## src/banked_timer_pkg.sv

```systemverilog
// Package for the banked two-timer control block.
// Assumes an APB slave with 32-bit data; offsets are register indices (byte address = 4x).
package banked_timer_pkg;
   localparam logic [7:0] IDX_IE_MAIN = 8'ha8;
   localparam logic [7:0] IDX_IE_SECOND = 8'ha9;
   localparam logic [7:0] IDX_IP_MAIN = 8'hb8;
   localparam logic [7:0] IDX_IP_SECOND = 8'hb9;
   localparam logic [7:0] IDX_CONTROL = 8'hc8;
   localparam logic [7:0] IDX_MODE = 8'hc9;
   localparam logic [7:0] IDX_RELOAD_LO = 8'hca;
   localparam logic [7:0] IDX_RELOAD_HI = 8'hcb;
   localparam logic [7:0] IDX_COUNT_LO = 8'hcc;
   localparam logic [7:0] IDX_COUNT_HI = 8'hcd;
   localparam logic [7:0] IDX_POINTER = 8'hce;
   localparam logic [7:0] IDX_IRQ_STATUS = 8'hd0;
   localparam logic [7:0] IDX_IRQ_CLEAR = 8'hd1;
   localparam logic [7:0] IDX_IRQ_ENABLE = 8'hd2;
   localparam logic [2:0] PTR_SECOND = 3'h2;
   localparam logic [2:0] PTR_THIRD = 3'h3;
   localparam logic [2:0] PTR_RESET = 3'h2;
   localparam int CTL_OVF = 7;
   localparam int CTL_EXF = 6;
   localparam int CTL_EXEN = 3;
   localparam int CTL_RUN = 2;
   localparam int CTL_CT = 1;
   localparam int CTL_CPRL = 0;
   localparam int MOD_DIV = 7;
   localparam int MOD_OE = 1;
   localparam int MOD_DIR = 0;
   localparam int IE_SECOND_BIT = 5;
   localparam int IE_THIRD_BIT = 6;
   localparam int IP_SECOND_BIT = 5;
   localparam int IP_THIRD_BIT = 6;
   localparam logic [7:0] CTL_MASK_SECOND = 8'hff;
   localparam logic [7:0] CTL_MASK_THIRD = 8'hcf;
   localparam logic [7:0] MOD_MASK = 8'hbf;
   localparam logic [7:0] IP_MAIN_MASK = 8'h7f;
   localparam logic [3:0] DIV_LAST = 4'hb;
   localparam int IRQ_BITS = 4;
endpackage

```

## src/banked_timer_two_three_ctrl.sv

```systemverilog
// Two 16-bit timer/counters behind one banked control/mode register pair, APB slave.
// Assumes pclk at 125 MHz; pin inputs are asynchronous and are synchronised here.
`timescale 1ns/1ns
module banked_timer_two_three_ctrl #(
   parameter int WIDTH = 16
)(
   input wire logic pclk,
   input wire logic presetn,
   input wire logic clk_en,
   input wire logic psel,
   input wire logic penable,
   input wire logic pwrite,
   input wire logic [31:0] paddr,
   input wire logic [31:0] pwdata,
   output logic [31:0] prdata,
   output logic pready,
   output logic pslverr,
   input wire logic [1:0] count_pin_in,
   output logic [1:0] count_pin_out,
   output logic [1:0] count_pin_oe,
   input wire logic [1:0] trigger_pin,
   output logic second_timer_irq,
   output logic second_timer_irq_high,
   output logic third_timer_irq,
   output logic third_timer_irq_high,
   output logic irq
);
   // Index 0 is the second timer, 1 the third
   logic [7:0] ctl_q [2];
   logic [7:0] ctl_d [2];
   logic [7:0] mod_q [2];
   logic [7:0] mod_d [2];
   logic [WIDTH-1:0] cnt_q [2];
   logic [WIDTH-1:0] cnt_d [2];
   logic [WIDTH-1:0] rld_q [2];
   logic [WIDTH-1:0] rld_d [2];
   logic [2:0] ptr_q, ptr_d;
   logic [7:0] ie_main_q, ie_main_d, ie_sec_q, ie_sec_d;
   logic [7:0] ip_main_q, ip_main_d, ip_sec_q, ip_sec_d;
   localparam int IRQ_BITS_W = banked_timer_pkg::IRQ_BITS;
   logic [IRQ_BITS_W-1:0] ist_q, ist_d, ien_q, ien_d;
   logic [3:0] div_q, div_d;
   logic [1:0] clk_out_q, clk_out_d;
   logic [1:0] cnt_s1_q, cnt_s2_q, cnt_s3_q;
   logic [1:0] trg_s1_q, trg_s2_q, trg_s3_q;
   logic access, wr, bank_ok, bank;
   logic [7:0] idx;
   logic [7:0] wbyte;
   // Per-timer count sources and pin events, bit 0 second timer, bit 1 third
   logic pre_wrap;
   logic [1:0] cnt_fall;
   logic [1:0] trg_fall;
   logic [1:0] tick_v;
   logic [1:0] up_v;
   logic [1:0] evt_v;
   logic [1:0] adv_v;
   logic [1:0] flag_req;
   logic [7:0] bank_byte;

   assign idx = paddr[9:2];
   assign wbyte = pwdata[7:0];
   assign access = psel && penable;
   assign wr = access && pwrite && clk_en;
   assign pready = 1'b1;
   assign pslverr = 1'b0;
   // Only the second and third banks exist here; other pointer values hit nothing
   assign bank_ok = (ptr_q == banked_timer_pkg::PTR_SECOND) ||
      (ptr_q == banked_timer_pkg::PTR_THIRD);
   assign bank = (ptr_q == banked_timer_pkg::PTR_THIRD);

   // Pin synchronisers: the first stage feeds only the second
   always_ff @(posedge pclk or negedge presetn)
   begin
      if (!presetn)
      begin
         cnt_s1_q <= 2'h3;
         cnt_s2_q <= 2'h3;
         cnt_s3_q <= 2'h3;
      end
      else if (clk_en)
      begin
         cnt_s1_q <= count_pin_in;
         cnt_s2_q <= cnt_s1_q;
         cnt_s3_q <= cnt_s2_q;
      end
   end

   // Trigger pins idle high too; a low reset value would only show a rising edge
   // on the first cycles after reset, which the falling-edge detect ignores
   always_ff @(posedge pclk or negedge presetn)
   begin
      if (!presetn)
      begin
         trg_s1_q <= 2'h3;
         trg_s2_q <= 2'h3;
         trg_s3_q <= 2'h3;
      end
      else if (clk_en)
      begin
         trg_s1_q <= trigger_pin;
         trg_s2_q <= trg_s1_q;
         trg_s3_q <= trg_s2_q;
      end
   end

   // Prescaler wrap marks one system clock in twelve; both timers share it,
   // so their slow ticks fall on the same cycle
   assign pre_wrap = (div_q == banked_timer_pkg::DIV_LAST);

   // Count sources and pin events. Kept apart from the register update so
   // the order of software writes and hardware sets below stays readable.
   always_comb
   begin
      for (int t = 0; t < 2; t++)
      begin
         // Edges are taken between the second and third stage, never the first
         cnt_fall[t] = cnt_s3_q[t] && !cnt_s2_q[t];
         trg_fall[t] = trg_s3_q[t] && !trg_s2_q[t];
         // With the output enabled the pin is ours to drive, so pulses on it
         // are not counted; the timer falls back to its clock source
         if (ctl_q[t][banked_timer_pkg::CTL_CT] && !mod_q[t][banked_timer_pkg::MOD_OE])
         begin
            tick_v[t] = cnt_fall[t];
         end
         else if (mod_q[t][banked_timer_pkg::MOD_DIV])
         begin
            tick_v[t] = 1'b1;
         end
         else
         begin
            tick_v[t] = pre_wrap;
         end
         // Direction enabled: trigger pin high counts up, low counts down
         up_v[t] = !mod_q[t][banked_timer_pkg::MOD_DIR] || trg_s2_q[t];
         // Trigger edges are ignored while the trigger enable is clear
         evt_v[t] = trg_fall[t] && ctl_q[t][banked_timer_pkg::CTL_EXEN];
         // The counter advances only on a tick while its run bit is set
         adv_v[t] = ctl_q[t][banked_timer_pkg::CTL_RUN] && tick_v[t];
      end
   end

   always_comb
   begin
      logic ovf;
      ovf = 1'b0;
      div_d = pre_wrap ? 4'h0 : div_q + 4'h1;
      ptr_d = ptr_q;
      ie_main_d = ie_main_q;
      ie_sec_d = ie_sec_q;
      ip_main_d = ip_main_q;
      ip_sec_d = ip_sec_q;
      ien_d = ien_q;
      ist_d = ist_q;
      clk_out_d = clk_out_q;
      for (int t = 0; t < 2; t++)
      begin
         ctl_d[t] = ctl_q[t];
         mod_d[t] = mod_q[t];
         cnt_d[t] = cnt_q[t];
         rld_d[t] = rld_q[t];
      end
      // Software writes first, so hardware sets below win over a same-cycle clear
      if (wr)
      begin
         unique case (idx)
            banked_timer_pkg::IDX_POINTER: ptr_d = wbyte[2:0];
            banked_timer_pkg::IDX_IE_MAIN: ie_main_d = wbyte;
            banked_timer_pkg::IDX_IE_SECOND: ie_sec_d = wbyte;
            banked_timer_pkg::IDX_IP_MAIN: ip_main_d = wbyte & banked_timer_pkg::IP_MAIN_MASK;
            banked_timer_pkg::IDX_IP_SECOND: ip_sec_d = wbyte;
            banked_timer_pkg::IDX_IRQ_ENABLE: ien_d = wbyte[IRQ_BITS_W-1:0];
            banked_timer_pkg::IDX_IRQ_CLEAR: ist_d = ist_q & ~wbyte[IRQ_BITS_W-1:0];
            banked_timer_pkg::IDX_CONTROL:
               if (bank_ok)
                  ctl_d[bank] = wbyte & (bank ? banked_timer_pkg::CTL_MASK_THIRD
                     : banked_timer_pkg::CTL_MASK_SECOND);
            banked_timer_pkg::IDX_MODE:
               if (bank_ok)
                  mod_d[bank] = wbyte & banked_timer_pkg::MOD_MASK;
            banked_timer_pkg::IDX_RELOAD_LO:
               if (bank_ok)
                  rld_d[bank][7:0] = wbyte;
            banked_timer_pkg::IDX_RELOAD_HI:
               if (bank_ok)
                  rld_d[bank][WIDTH-1:8] = wbyte;
            banked_timer_pkg::IDX_COUNT_LO:
               if (bank_ok)
                  cnt_d[bank][7:0] = wbyte;
            banked_timer_pkg::IDX_COUNT_HI:
               if (bank_ok)
                  cnt_d[bank][WIDTH-1:8] = wbyte;
            default: ;
         endcase
      end
      for (int t = 0; t < 2; t++)
      begin
         ovf = 1'b0;
         if (adv_v[t])
         begin
            if (up_v[t])
            begin
               // Up count wraps from all ones to the reload value
               ovf = (cnt_q[t] == {WIDTH{1'b1}});
               cnt_d[t] = ovf ? rld_q[t] : cnt_q[t] + 1'b1;
            end
            else
            begin
               // Down count wraps to all ones when it meets the reload value
               ovf = (cnt_q[t] == rld_q[t]);
               cnt_d[t] = ovf ? {WIDTH{1'b1}} : cnt_q[t] - 1'b1;
            end
            // Clock output toggles on each overflow
            if (ovf)
               clk_out_d[t] = !clk_out_q[t];
         end
         if (evt_v[t])
         begin
            if (ctl_q[t][banked_timer_pkg::CTL_CPRL])
               rld_d[t] = cnt_q[t];
            else if (!mod_q[t][banked_timer_pkg::MOD_DIR])
               cnt_d[t] = rld_q[t];
            ctl_d[t][banked_timer_pkg::CTL_EXF] = 1'b1;
            ist_d[2*t+1] = 1'b1;
         end
         if (ovf)
         begin
            ctl_d[t][banked_timer_pkg::CTL_OVF] = 1'b1;
            ist_d[2*t] = 1'b1;
         end
      end
   end

   always_ff @(posedge pclk or negedge presetn)
   begin
      if (!presetn)
      begin
         for (int t = 0; t < 2; t++)
         begin
            ctl_q[t] <= 8'h00;
            mod_q[t] <= 8'h00;
            cnt_q[t] <= '0;
            rld_q[t] <= '0;
         end
         div_q <= 4'h0;
         clk_out_q <= 2'h0;
      end
      else if (clk_en)
      begin
         for (int t = 0; t < 2; t++)
         begin
            ctl_q[t] <= ctl_d[t];
            mod_q[t] <= mod_d[t];
            cnt_q[t] <= cnt_d[t];
            rld_q[t] <= rld_d[t];
         end
         div_q <= div_d;
         clk_out_q <= clk_out_d;
      end
   end

   // Pointer, enables, priorities and the status word; the pointer leaves
   // reset on the second timer's bank
   always_ff @(posedge pclk or negedge presetn)
   begin
      if (!presetn)
      begin
         ptr_q <= banked_timer_pkg::PTR_RESET;
         ie_main_q <= 8'h00;
         ie_sec_q <= 8'h00;
         ip_main_q <= 8'h00;
         ip_sec_q <= 8'h00;
         ien_q <= '0;
         ist_q <= '0;
      end
      else if (clk_en)
      begin
         ptr_q <= ptr_d;
         ie_main_q <= ie_main_d;
         ie_sec_q <= ie_sec_d;
         ip_main_q <= ip_main_d;
         ip_sec_q <= ip_sec_d;
         ien_q <= ien_d;
         ist_q <= ist_d;
      end
   end

   // Banked byte for the read mux; a reserved pointer value reads as zero
   // rather than aliasing one of the two banks
   always_comb
   begin
      bank_byte = 8'h00;
      if (bank_ok)
      begin
         unique case (idx)
            banked_timer_pkg::IDX_CONTROL: bank_byte = ctl_q[bank];
            banked_timer_pkg::IDX_MODE: bank_byte = mod_q[bank];
            banked_timer_pkg::IDX_RELOAD_LO: bank_byte = rld_q[bank][7:0];
            banked_timer_pkg::IDX_RELOAD_HI: bank_byte = rld_q[bank][WIDTH-1:8];
            banked_timer_pkg::IDX_COUNT_LO: bank_byte = cnt_q[bank][7:0];
            banked_timer_pkg::IDX_COUNT_HI: bank_byte = cnt_q[bank][WIDTH-1:8];
            default: bank_byte = 8'h00;
         endcase
      end
   end

   // Read mux is combinational; pready is always high, so zero wait states
   always_comb
   begin
      prdata = 32'h0000_0000;
      unique case (idx)
         banked_timer_pkg::IDX_POINTER: prdata[2:0] = ptr_q;
         banked_timer_pkg::IDX_IE_MAIN: prdata[7:0] = ie_main_q;
         banked_timer_pkg::IDX_IE_SECOND: prdata[7:0] = ie_sec_q;
         banked_timer_pkg::IDX_IP_MAIN: prdata[7:0] = ip_main_q;
         banked_timer_pkg::IDX_IP_SECOND: prdata[7:0] = ip_sec_q;
         banked_timer_pkg::IDX_IRQ_STATUS: prdata[IRQ_BITS_W-1:0] = ist_q;
         banked_timer_pkg::IDX_IRQ_ENABLE: prdata[IRQ_BITS_W-1:0] = ien_q;
         banked_timer_pkg::IDX_CONTROL: prdata[7:0] = bank_byte;
         banked_timer_pkg::IDX_MODE: prdata[7:0] = bank_byte;
         banked_timer_pkg::IDX_RELOAD_LO: prdata[7:0] = bank_byte;
         banked_timer_pkg::IDX_RELOAD_HI: prdata[7:0] = bank_byte;
         banked_timer_pkg::IDX_COUNT_LO: prdata[7:0] = bank_byte;
         banked_timer_pkg::IDX_COUNT_HI: prdata[7:0] = bank_byte;
         default: prdata = 32'h0000_0000;
      endcase
   end

   always_comb
   begin
      for (int t = 0; t < 2; t++)
      begin
         count_pin_oe[t] = mod_q[t][banked_timer_pkg::MOD_OE];
         count_pin_out[t] = clk_out_q[t] && mod_q[t][banked_timer_pkg::MOD_OE];
      end
   end

   // Per-timer requests from control flags, gated by the CPU enables
   // A timer requests while either of its flags stands; the enable only gates it
   always_comb
   begin
      for (int t = 0; t < 2; t++)
      begin
         flag_req[t] = ctl_q[t][banked_timer_pkg::CTL_OVF] || ctl_q[t][banked_timer_pkg::CTL_EXF];
      end
   end

   assign second_timer_irq = flag_req[0] &&
      ie_main_q[banked_timer_pkg::IE_SECOND_BIT];
   assign third_timer_irq = flag_req[1] &&
      ie_sec_q[banked_timer_pkg::IE_THIRD_BIT];
   assign second_timer_irq_high = ip_main_q[banked_timer_pkg::IP_SECOND_BIT];
   assign third_timer_irq_high = ip_sec_q[banked_timer_pkg::IP_THIRD_BIT];
   assign irq = |(ist_q & ien_q);
endmodule

```

## config.mk

```make
export PLATFORM = sky130hd
export DESIGN_NAME = banked_timer_two_three_ctrl
export DESIGN_NICKNAME = d
export VERILOG_FILES = /design/src/banked_timer_pkg.sv /design/src/banked_timer_two_three_ctrl.sv
export SDC_FILE = /design/constraint.sdc
export NUM_CORES = 1
export LEC_CHECK = 0
export ABC_AREA = 1
export CORE_MARGIN = 2
export CORE_UTILIZATION = 46
export CTS_BUF_LIST = sky130_fd_sc_hd__clkbuf_4 sky130_fd_sc_hd__clkbuf_8
export CTS_CLUSTER_SIZE = 16
export DETAILED_ROUTE_END_ITERATION = 10
export DONT_BUFFER_PORTS = 1
export PLACE_DENSITY_LB_ADDON = 0.08
export SLEW_MARGIN = 10
export SYNTH_ARGS = -nofsm -noshare
export SYNTH_HDL_FRONTEND = slang
export SYNTH_SLANG_ARGS = --single-unit
```

## constraint.sdc

```tcl
create_clock -name pclk -period 1.91 [get_ports pclk]
set_input_delay 0.191 -clock pclk [delete_from_list [all_inputs] [get_ports pclk]]
set_output_delay 0.191 -clock pclk [all_outputs]
set_load 0.1 [all_outputs]
```

==> results of run 1 <==
-- power groups by stage --
stage / logic (W) / clock network, W / registers, W
floorplan: 0.00105 / 0 / 0.00371
global route: 0.00186 / 0.00283 / 0.00374
CTS: 0.00163 / 0.00269 / 0.00371
global placement: 0.00152 / 0 / 0.00377
finish: 0.00172 / 0.00265 / 0.00373
detailed placement: 0.00153 / 0 / 0.00378
-- worst paths after layout --
check,start,end,slack (ns),depth (start not counted)
setup / recovery,ptr_q[1],prdata[0],-0.62,8
hold / removal,presetn,cnt_q[29],-0.61,0
setup reg to reg,cnt_q[4],cnt_q[6],-0.05,10
hold reg to reg,trg_s1_q[1],trg_s1_q[1],0.47,2
max in group asynchronous,presetn,cnt_q[21],2.11,0
min in group pclk,pwdata[4],rld_q[20],0.02,4
-- layout make-up --
class	instances	share of cell area
clock buffers	18	0.0151
repair buffers	305	0.170
well taps	335	0.0262
clock inverters	14	0.00923
inverters	210	0.0505
flip-flops and latches	154	0.243
multi-input cells	1518	0.486
-- per-stage QoR --
step	instance area [um2]	power, W	hold WS (ns)	setup TNS [ns]
final	16000	0.00810	-0.613	-4.96
after global routing	16000	0.00844	-0.637	-8.49
after CTS	15300	0.00804	-0.624	-5.93
after detailed placement	14300	0.00531	-0.0997	-1.63
after global placement	14300	0.00529	-0.100	-1.04
after floorplan	12500	0.00476	-0.105	-0.00526
-- registers in the layout, indices dropped and copies added, names as in the netlist, 3 cells and up --
register,count
cnt_q,32
rld_q,32
ctl_q,16
mod_q,12
ie_main_q,8
ie_sec_q,8
ip_sec_q,8
ip_main_q,7
div_q,4
ien_q,4
ist_q,4
ptr_q,3
-- routing by layer --
layer | global-route usage | up-vias
met4 | 0.117 | 0
li1 | - | 6784
met5 | 0 | -
met1 | 0.507 | 6664
met3 | 0.0527 | 114
met2 | 0.545 | 700
-- timing repair --
action | 4_1_cts | 5_1_grt
gates resized for setup | 96 | 176
hold endpoints to repair | 261 | 154
setup buffers | 10 | 23
cloned | 2 | 2
pin swaps | 43 | 87
endpoints found under the setup margin | 44 | 84
-- worst register-to-register path: cells and delay by family (launching register included) --
family	cells	cell delay (ns)
and+or+nand+nor	7	0.84
DFF	1	0.49
buffers and inverters	2	0.39
xor gates and xnor gates	1	0.13
-- cell families after synthesis --
logic type,synth area share
mux,0.00173
flops,0.315
other cells,0.000611
simple gates,0.344
buf+inv,0.120
fa+ha+maj,0.00509
compound gates,0.184
xor+xnor,0.0299
-- cell usage in the layout, fill, tap and decap left out, types with 29 or more instances in the layout --
master,n
o21ai_0,172
nand2_2,39
a21oi_1,93
buf_6,29
o21ai_1,62
xor2_1,37
nand2_1,613
nor2_1,153
inv_1,186
buf_4,242
nand3_1,79
dfrtp_1,130
==> impl_metrics.csv, run 1 <==
group,metric,value,unit
die,ios,117,
clock_network,cts.clk_slew.worst_paths,0.11,ns
clock_network,tritoncts,"built",
timing,rsz0062_at_grt,"true",
clock_network,clock_path_buffers,2,
grt,grt_max_degree,155,
critical_path,crit_required,1.72,ns
yosys,synthArstFlopShare,1.00,
place,dp_cells,2474,
timing,slew_viol_final,0,
place,place_congestion,1.01,
pwr,switching_share,0.375,
drt,post_drt_wl_per_cell,19.7,um
pwr,vdd_drop_max,0.521,mV
pwr,p_per_area,506,nW/um2
status,violations,"DRC, hold timing, setup timing",
drt,wl_met2,22400,um
final_layout,postLayoutCoreUtil,0.612,
critical_path,crit_chain,"inv_2 -> nor2_4 -> nand2_4 -> buf_12 -> o211ai_1 -> nand3_1 -> o21ai_2 -> nand2_4",
place,numPortBuffers,0,
timing,whs,-0.613,ns
critical_path,arrival,2.34,ns
clock_network,cts_buffers,17,
final_layout,instances_no_fill,2554,
pwr,seq_power_share,0.460,
clock_network,cts_root_buf,"clkbuf_8",
grt,grt_pass1_wl,76400,um
pwr,power.clock.fraction,0.327,
timing,hold_viol,154,
critical_path,cp_max_fo,45,
timing,maxSlewHeadroom,0.609,
grt,grtUsageTotal,0.353,
drt,topRoutingLayerUsed,"met4",
min_path,min_path_type,"input port to async pin",
final_layout,regArea,3880,um2
pwr,p_int,0.00507,W
drt,m1WireLength,22000,um
yosys,synth_cells,1984,
yosys,netlist_area,12300,um2
die,initial_utilization,0.471,
timing,setup_viol,17,
grt,gr-total-overflow,0,
critical_path,critPathMaxStageDelay,0.55,ns
timing,fmax,395,MHz
final_layout,num-nets-final,2285,
drt,drt_pass1_iterations,9,
timing,period_needed,2.53,ns
yosys,synth_top_area_frac,0.287,
critical_path,cp_slowest_cell,"dfstp_2",
status,status,"finished with violations",
drt,wl,50200,um
critical_path,path_buf_inv,2,
clock_network,htree_levels,4,
yosys,synth-seq-cells,154,
yosys,synth_edf_count,0,
die,fp.dieH,167,um
yosys,ys_seq_area_frac,0.315,
flow_run,max-cap-violations,0,
yosys,yosys_warnings,0,
timing,tightest_slew,0.583,ns
yosys,yosys.area.top_type,"dfrtp_1",
timing,skew,0.0145,ns
die,rows,59,
clock_network,cts_hold_buf,13,
final_layout,area_delta_synth_final,30.2,%
critical_path,cp_common_cell,"nand2_4",
place,post-place-ws,-0.202,ns
critical_path,crit_type,"register to output port",
drt,drtIter0Drc,1650,
yosys,synth_common_cells,"nand2_1 (674), o21ai_0 (223), inv_1 (197)",
die,die_area,28100,um2
timing,worst_slack,-0.620,ns
drt,drc,5,
drt,wl_met3,4290,um
critical_path,crit_path_start_kind,"register",
timing,finalCritPeriodShare,1.32,
clock_network,clk_latency,0.48,ns
grt,antenna_found_initial,0,
clock_network,cts_sinks,154,
final_layout,multi_input_area,7780,um2
die,fp.coreArea,26100,um2
pwr,power.leakage,8.08,nW
critical_path,critPathCaptureType,"output port",
grt,grt_pass1_vias,13000,
drt,num_vias,14300,
place,hpwl,36100,um
pwr,combPwrFrac,0.213,
final_layout,nFillCells,2494,
final_layout,drive_gt1_frac,0.244,
yosys,synthTopCellsByArea,"dfrtp_1 (29%), nand2_1 (21%), o21ai_0 (9.1%)",
yosys,syn_area_per_cell,6.20,um2
yosys,synth_flop_cell,"dfrtp_1",
critical_path,cpLargestDelayFamily,"simple AND/OR/NAND/NOR gates",
drt,antenna_left,0,
die,fp.dieW,167,um
yosys,synth_cell_types,47,
final_layout,diodes,0,
yosys,yosysMostFrequentCell,"nand2_1",
pwr,p_switching,0.00304,W
drt,via_per_inst,5.58,
Note: power is estimated with default switching activity, not from simulation.
==> inputs of run 2 (changes only) <==
--- a/config.mk
+++ b/config.mk
@@ -6,8 +6,10 @@
 export NUM_CORES = 1
 export LEC_CHECK = 0
 export ABC_AREA = 1
+export CELL_PAD_IN_SITES_DETAIL_PLACEMENT = 1
+export CELL_PAD_IN_SITES_GLOBAL_PLACEMENT = 2
 export CORE_MARGIN = 2
-export CORE_UTILIZATION = 46
+export CORE_UTILIZATION = 32
 export CTS_BUF_LIST = sky130_fd_sc_hd__clkbuf_4 sky130_fd_sc_hd__clkbuf_8
 export CTS_CLUSTER_SIZE = 16
 export DETAILED_ROUTE_END_ITERATION = 10
==> run 2 against run 1 <==
Net effect: design area increased by 3.8%; the run ends with hold timing, setup timing left; combinational power grew 13%; worst hold slack got worse by 0.043 ns; via count is 1.0% higher; clock power is 4% higher; clock skew up 0.0074 ns; setup slack got worse by 0.17 ns; sequential power about the same; global-route usage is 3.6 points lower; wire length rose by 22%.
==> impl_metrics.csv, run 2 (synthesis results as in run 1) <==
group,metric,value,unit
critical_path,critPathMaxStageDelay,0.55,ns
timing,period_needed,2.70,ns
critical_path,worstRegToRegCells,15,
final_layout,num-nets-final,2326,
final_layout,final_cell_mix,"nand2_1 (627), buf_4 (290), inv_1 (188)",
die,fp.coreArea,37800,um2
clock_network,cts_root_buf,"clkbuf_8",
final_layout,area_delta_synth_final,35.1,%
critical_path,timing.rr.end,"cnt_q[0]",
timing,rsz0062_at_grt,"true",
timing,finalCritPeriodShare,1.41,
status,violations,"hold timing, setup timing",
timing,slew_viol_final,0,
place,hpwl,45500,um
pwr,p_int,0.00547,W
grt,grt_pass1_wl,92400,um
pwr,vdd_drop_max,0.607,mV
critical_path,critPathCaptureType,"output port",
critical_path,path_buf_inv,2,
drt,post_drt_wl_per_cell,22.1,um
pwr,p_per_area,508,nW/um2
clock_network,htree_levels,4,
timing,fmax,370,MHz
timing,tightest_slew,0.664,ns
clock_network,cts_buffers,17,
pwr,combPwrFrac,0.229,
die,fp.dieH,200,um
min_path,min_path_type,"input port to async pin",
grt,gr-total-overflow,0,
critical_path,timing.rr.start,"ptr_q[1]",
final_layout,reg_top3,"cnt_q (32), rld_q (32), ctl_q (16)",
flow_run,max-cap-violations,0,
critical_path,crit_required,1.72,ns
final_layout,nFillCells,4938,
die,die_area,40000,um2
drt,drc,0,
pwr,power.leakage,8.18,nW
pwr,power.clock.fraction,0.327,
pwr,power.total,0.00844,W
place,numPortBuffers,0,
grt,grt_pass1_vias,14700,
critical_path,cpLargestDelayFamily,"simple AND/OR/NAND/NOR gates",
timing,setup_viol,75,
final_layout,final_common_cell,"nand2_1",
critical_path,arrival,2.51,ns
grt,grtUsageTotal,0.316,
clock_network,clk_latency,0.53,ns
drt,drtIter0Drc,1000,
critical_path,cp_slowest_cell,"dfstp_2",
drt,antenna_left,0,
pwr,switching_share,0.352,
place,post-place-ws,-0.320,ns
clock_network,cts.clk_slew.worst_paths,0.09,ns
clock_network,tritoncts,"built",
timing,worst_slack,-0.790,ns
clock_network,cts_hold_buf,14,
die,fp.dieW,200,um
timing,whs,-0.656,ns
timing,hold_viol,154,
critical_path,cp_max_fo,14,
pwr,p_switching,0.00297,W
drt,wl,61300,um
die,initial_utilization,0.326,
final_layout,drive_gt1_frac,0.261,
status,status,"finished with violations",
pwr,seq_power_share,0.443,
critical_path,crit_path_start,"ptr_q[1]",
place,place_congestion,0.933,
grt,grt_max_degree,155,
drt,drt_pass1_iterations,5,
critical_path,regToRegSetupSlack,-0.32,ns
critical_path,crit_chain,"inv_2 -> nor2_4 -> nand2_8 -> buf_12 -> o211ai_1 -> nand3_1 -> o21ai_2 -> nand2_4",
timing,tns,-15.70,ns
grt,antenna_found_initial,3,
critical_path,crit_type,"register to output port",
clock_network,clock_path_buffers,2,
timing,maxSlewHeadroom,0.556,
drt,via_per_inst,5.20,
die,ios,117,
clock_network,cts_sinks,154,
timing,skew,0.0219,ns
critical_path,crit_path_start_kind,"register",
final_layout,postLayoutCoreUtil,0.440,
die,rows,71,
drt,num_vias,14400,
## run 2: worst max-delay path by stage
| stage | to | slack [ns] | cells past startpoint |
|---|---|---|---|
| 6_report | prdata[0] | -0.79 | 8 |
| 5_1_grt | prdata[0] | -0.89 | 8 |
| 4_1_cts | prdata[5] | -0.75 | 11 |
| 3_5_place_dp | prdata[5] | -0.32 | 10 |
| 3_3_place_gp | prdata[5] | -0.31 | 10 |
| 2_1_floorplan | prdata[6] | -0.005 | 11 |
## run 2: timing repair
action                     4_1_cts  5_1_grt
setup endpoints to repair       70       93
resized for setup              185      107
hold endpoints to repair       263      154
cloned                           6        1
pin swaps                       59       52
buffers inserted                12       16
## run 2: per-stage QoR
stage / instance area (um2) / std cells
floorplan: 12500 / 2008
global placement: 14900 / 2691
detailed placement: 14900 / 2691
CTS: 16100 / 2754
global route: 16600 / 2772
finish: 16600 / 2772
## run 2: area by class of cell
cell class / count / area, um2 / area share
Antenna cell: 1 / 2.50 / 0.000151
Inverter: 210 / 815 / 0.0490
Timing Repair inverter: 1 / 16.3 / 0.000979
Clock inverter: 9 / 111 / 0.00670
Tap cell: 511 / 639 / 0.0385
Multi-Input combinational cell: 1518 / 7800 / 0.470
Timing Repair Buffer: 345 / 3040 / 0.183
Clock buffer: 23 / 298 / 0.0179
Sequential cell: 154 / 3890 / 0.234
## run 2: per-layer routing
layer	track usage	routed length [um]
met1	0.439	28600
met2	0.507	28100
met3	0.0467	2770
met4	0.101	1750
met5	0	0
## run 2: power groups by stage
stage / registers [W] / clock network (W) / logic [W]
finish: 0.00374 / 0.00276 / 0.00194
global placement: 0.00378 / 0 / 0.00164
floorplan: 0.00371 / 0 / 0.00105
detailed placement: 0.00379 / 0 / 0.00169
CTS: 0.00373 / 0.00282 / 0.00187
global route: 0.00377 / 0.00294 / 0.00212
## run 2: worst register-to-register path, stage by stage, from the launching register on
cell and delay, ns:
dfstp_2 0.55, inv_2 0.04, nor2_4 0.14, nand2_8 0.10, buf_12 0.16, buf_16 0.13
buf_8 0.13, buf_12 0.12, nor2_4 0.14, buf_12 0.16, inv_12 0.06, a21oi_4 0.13
a21oi_2 0.08, nand2_1 0.09, nand2_1 0.06, nand2_1 0.06
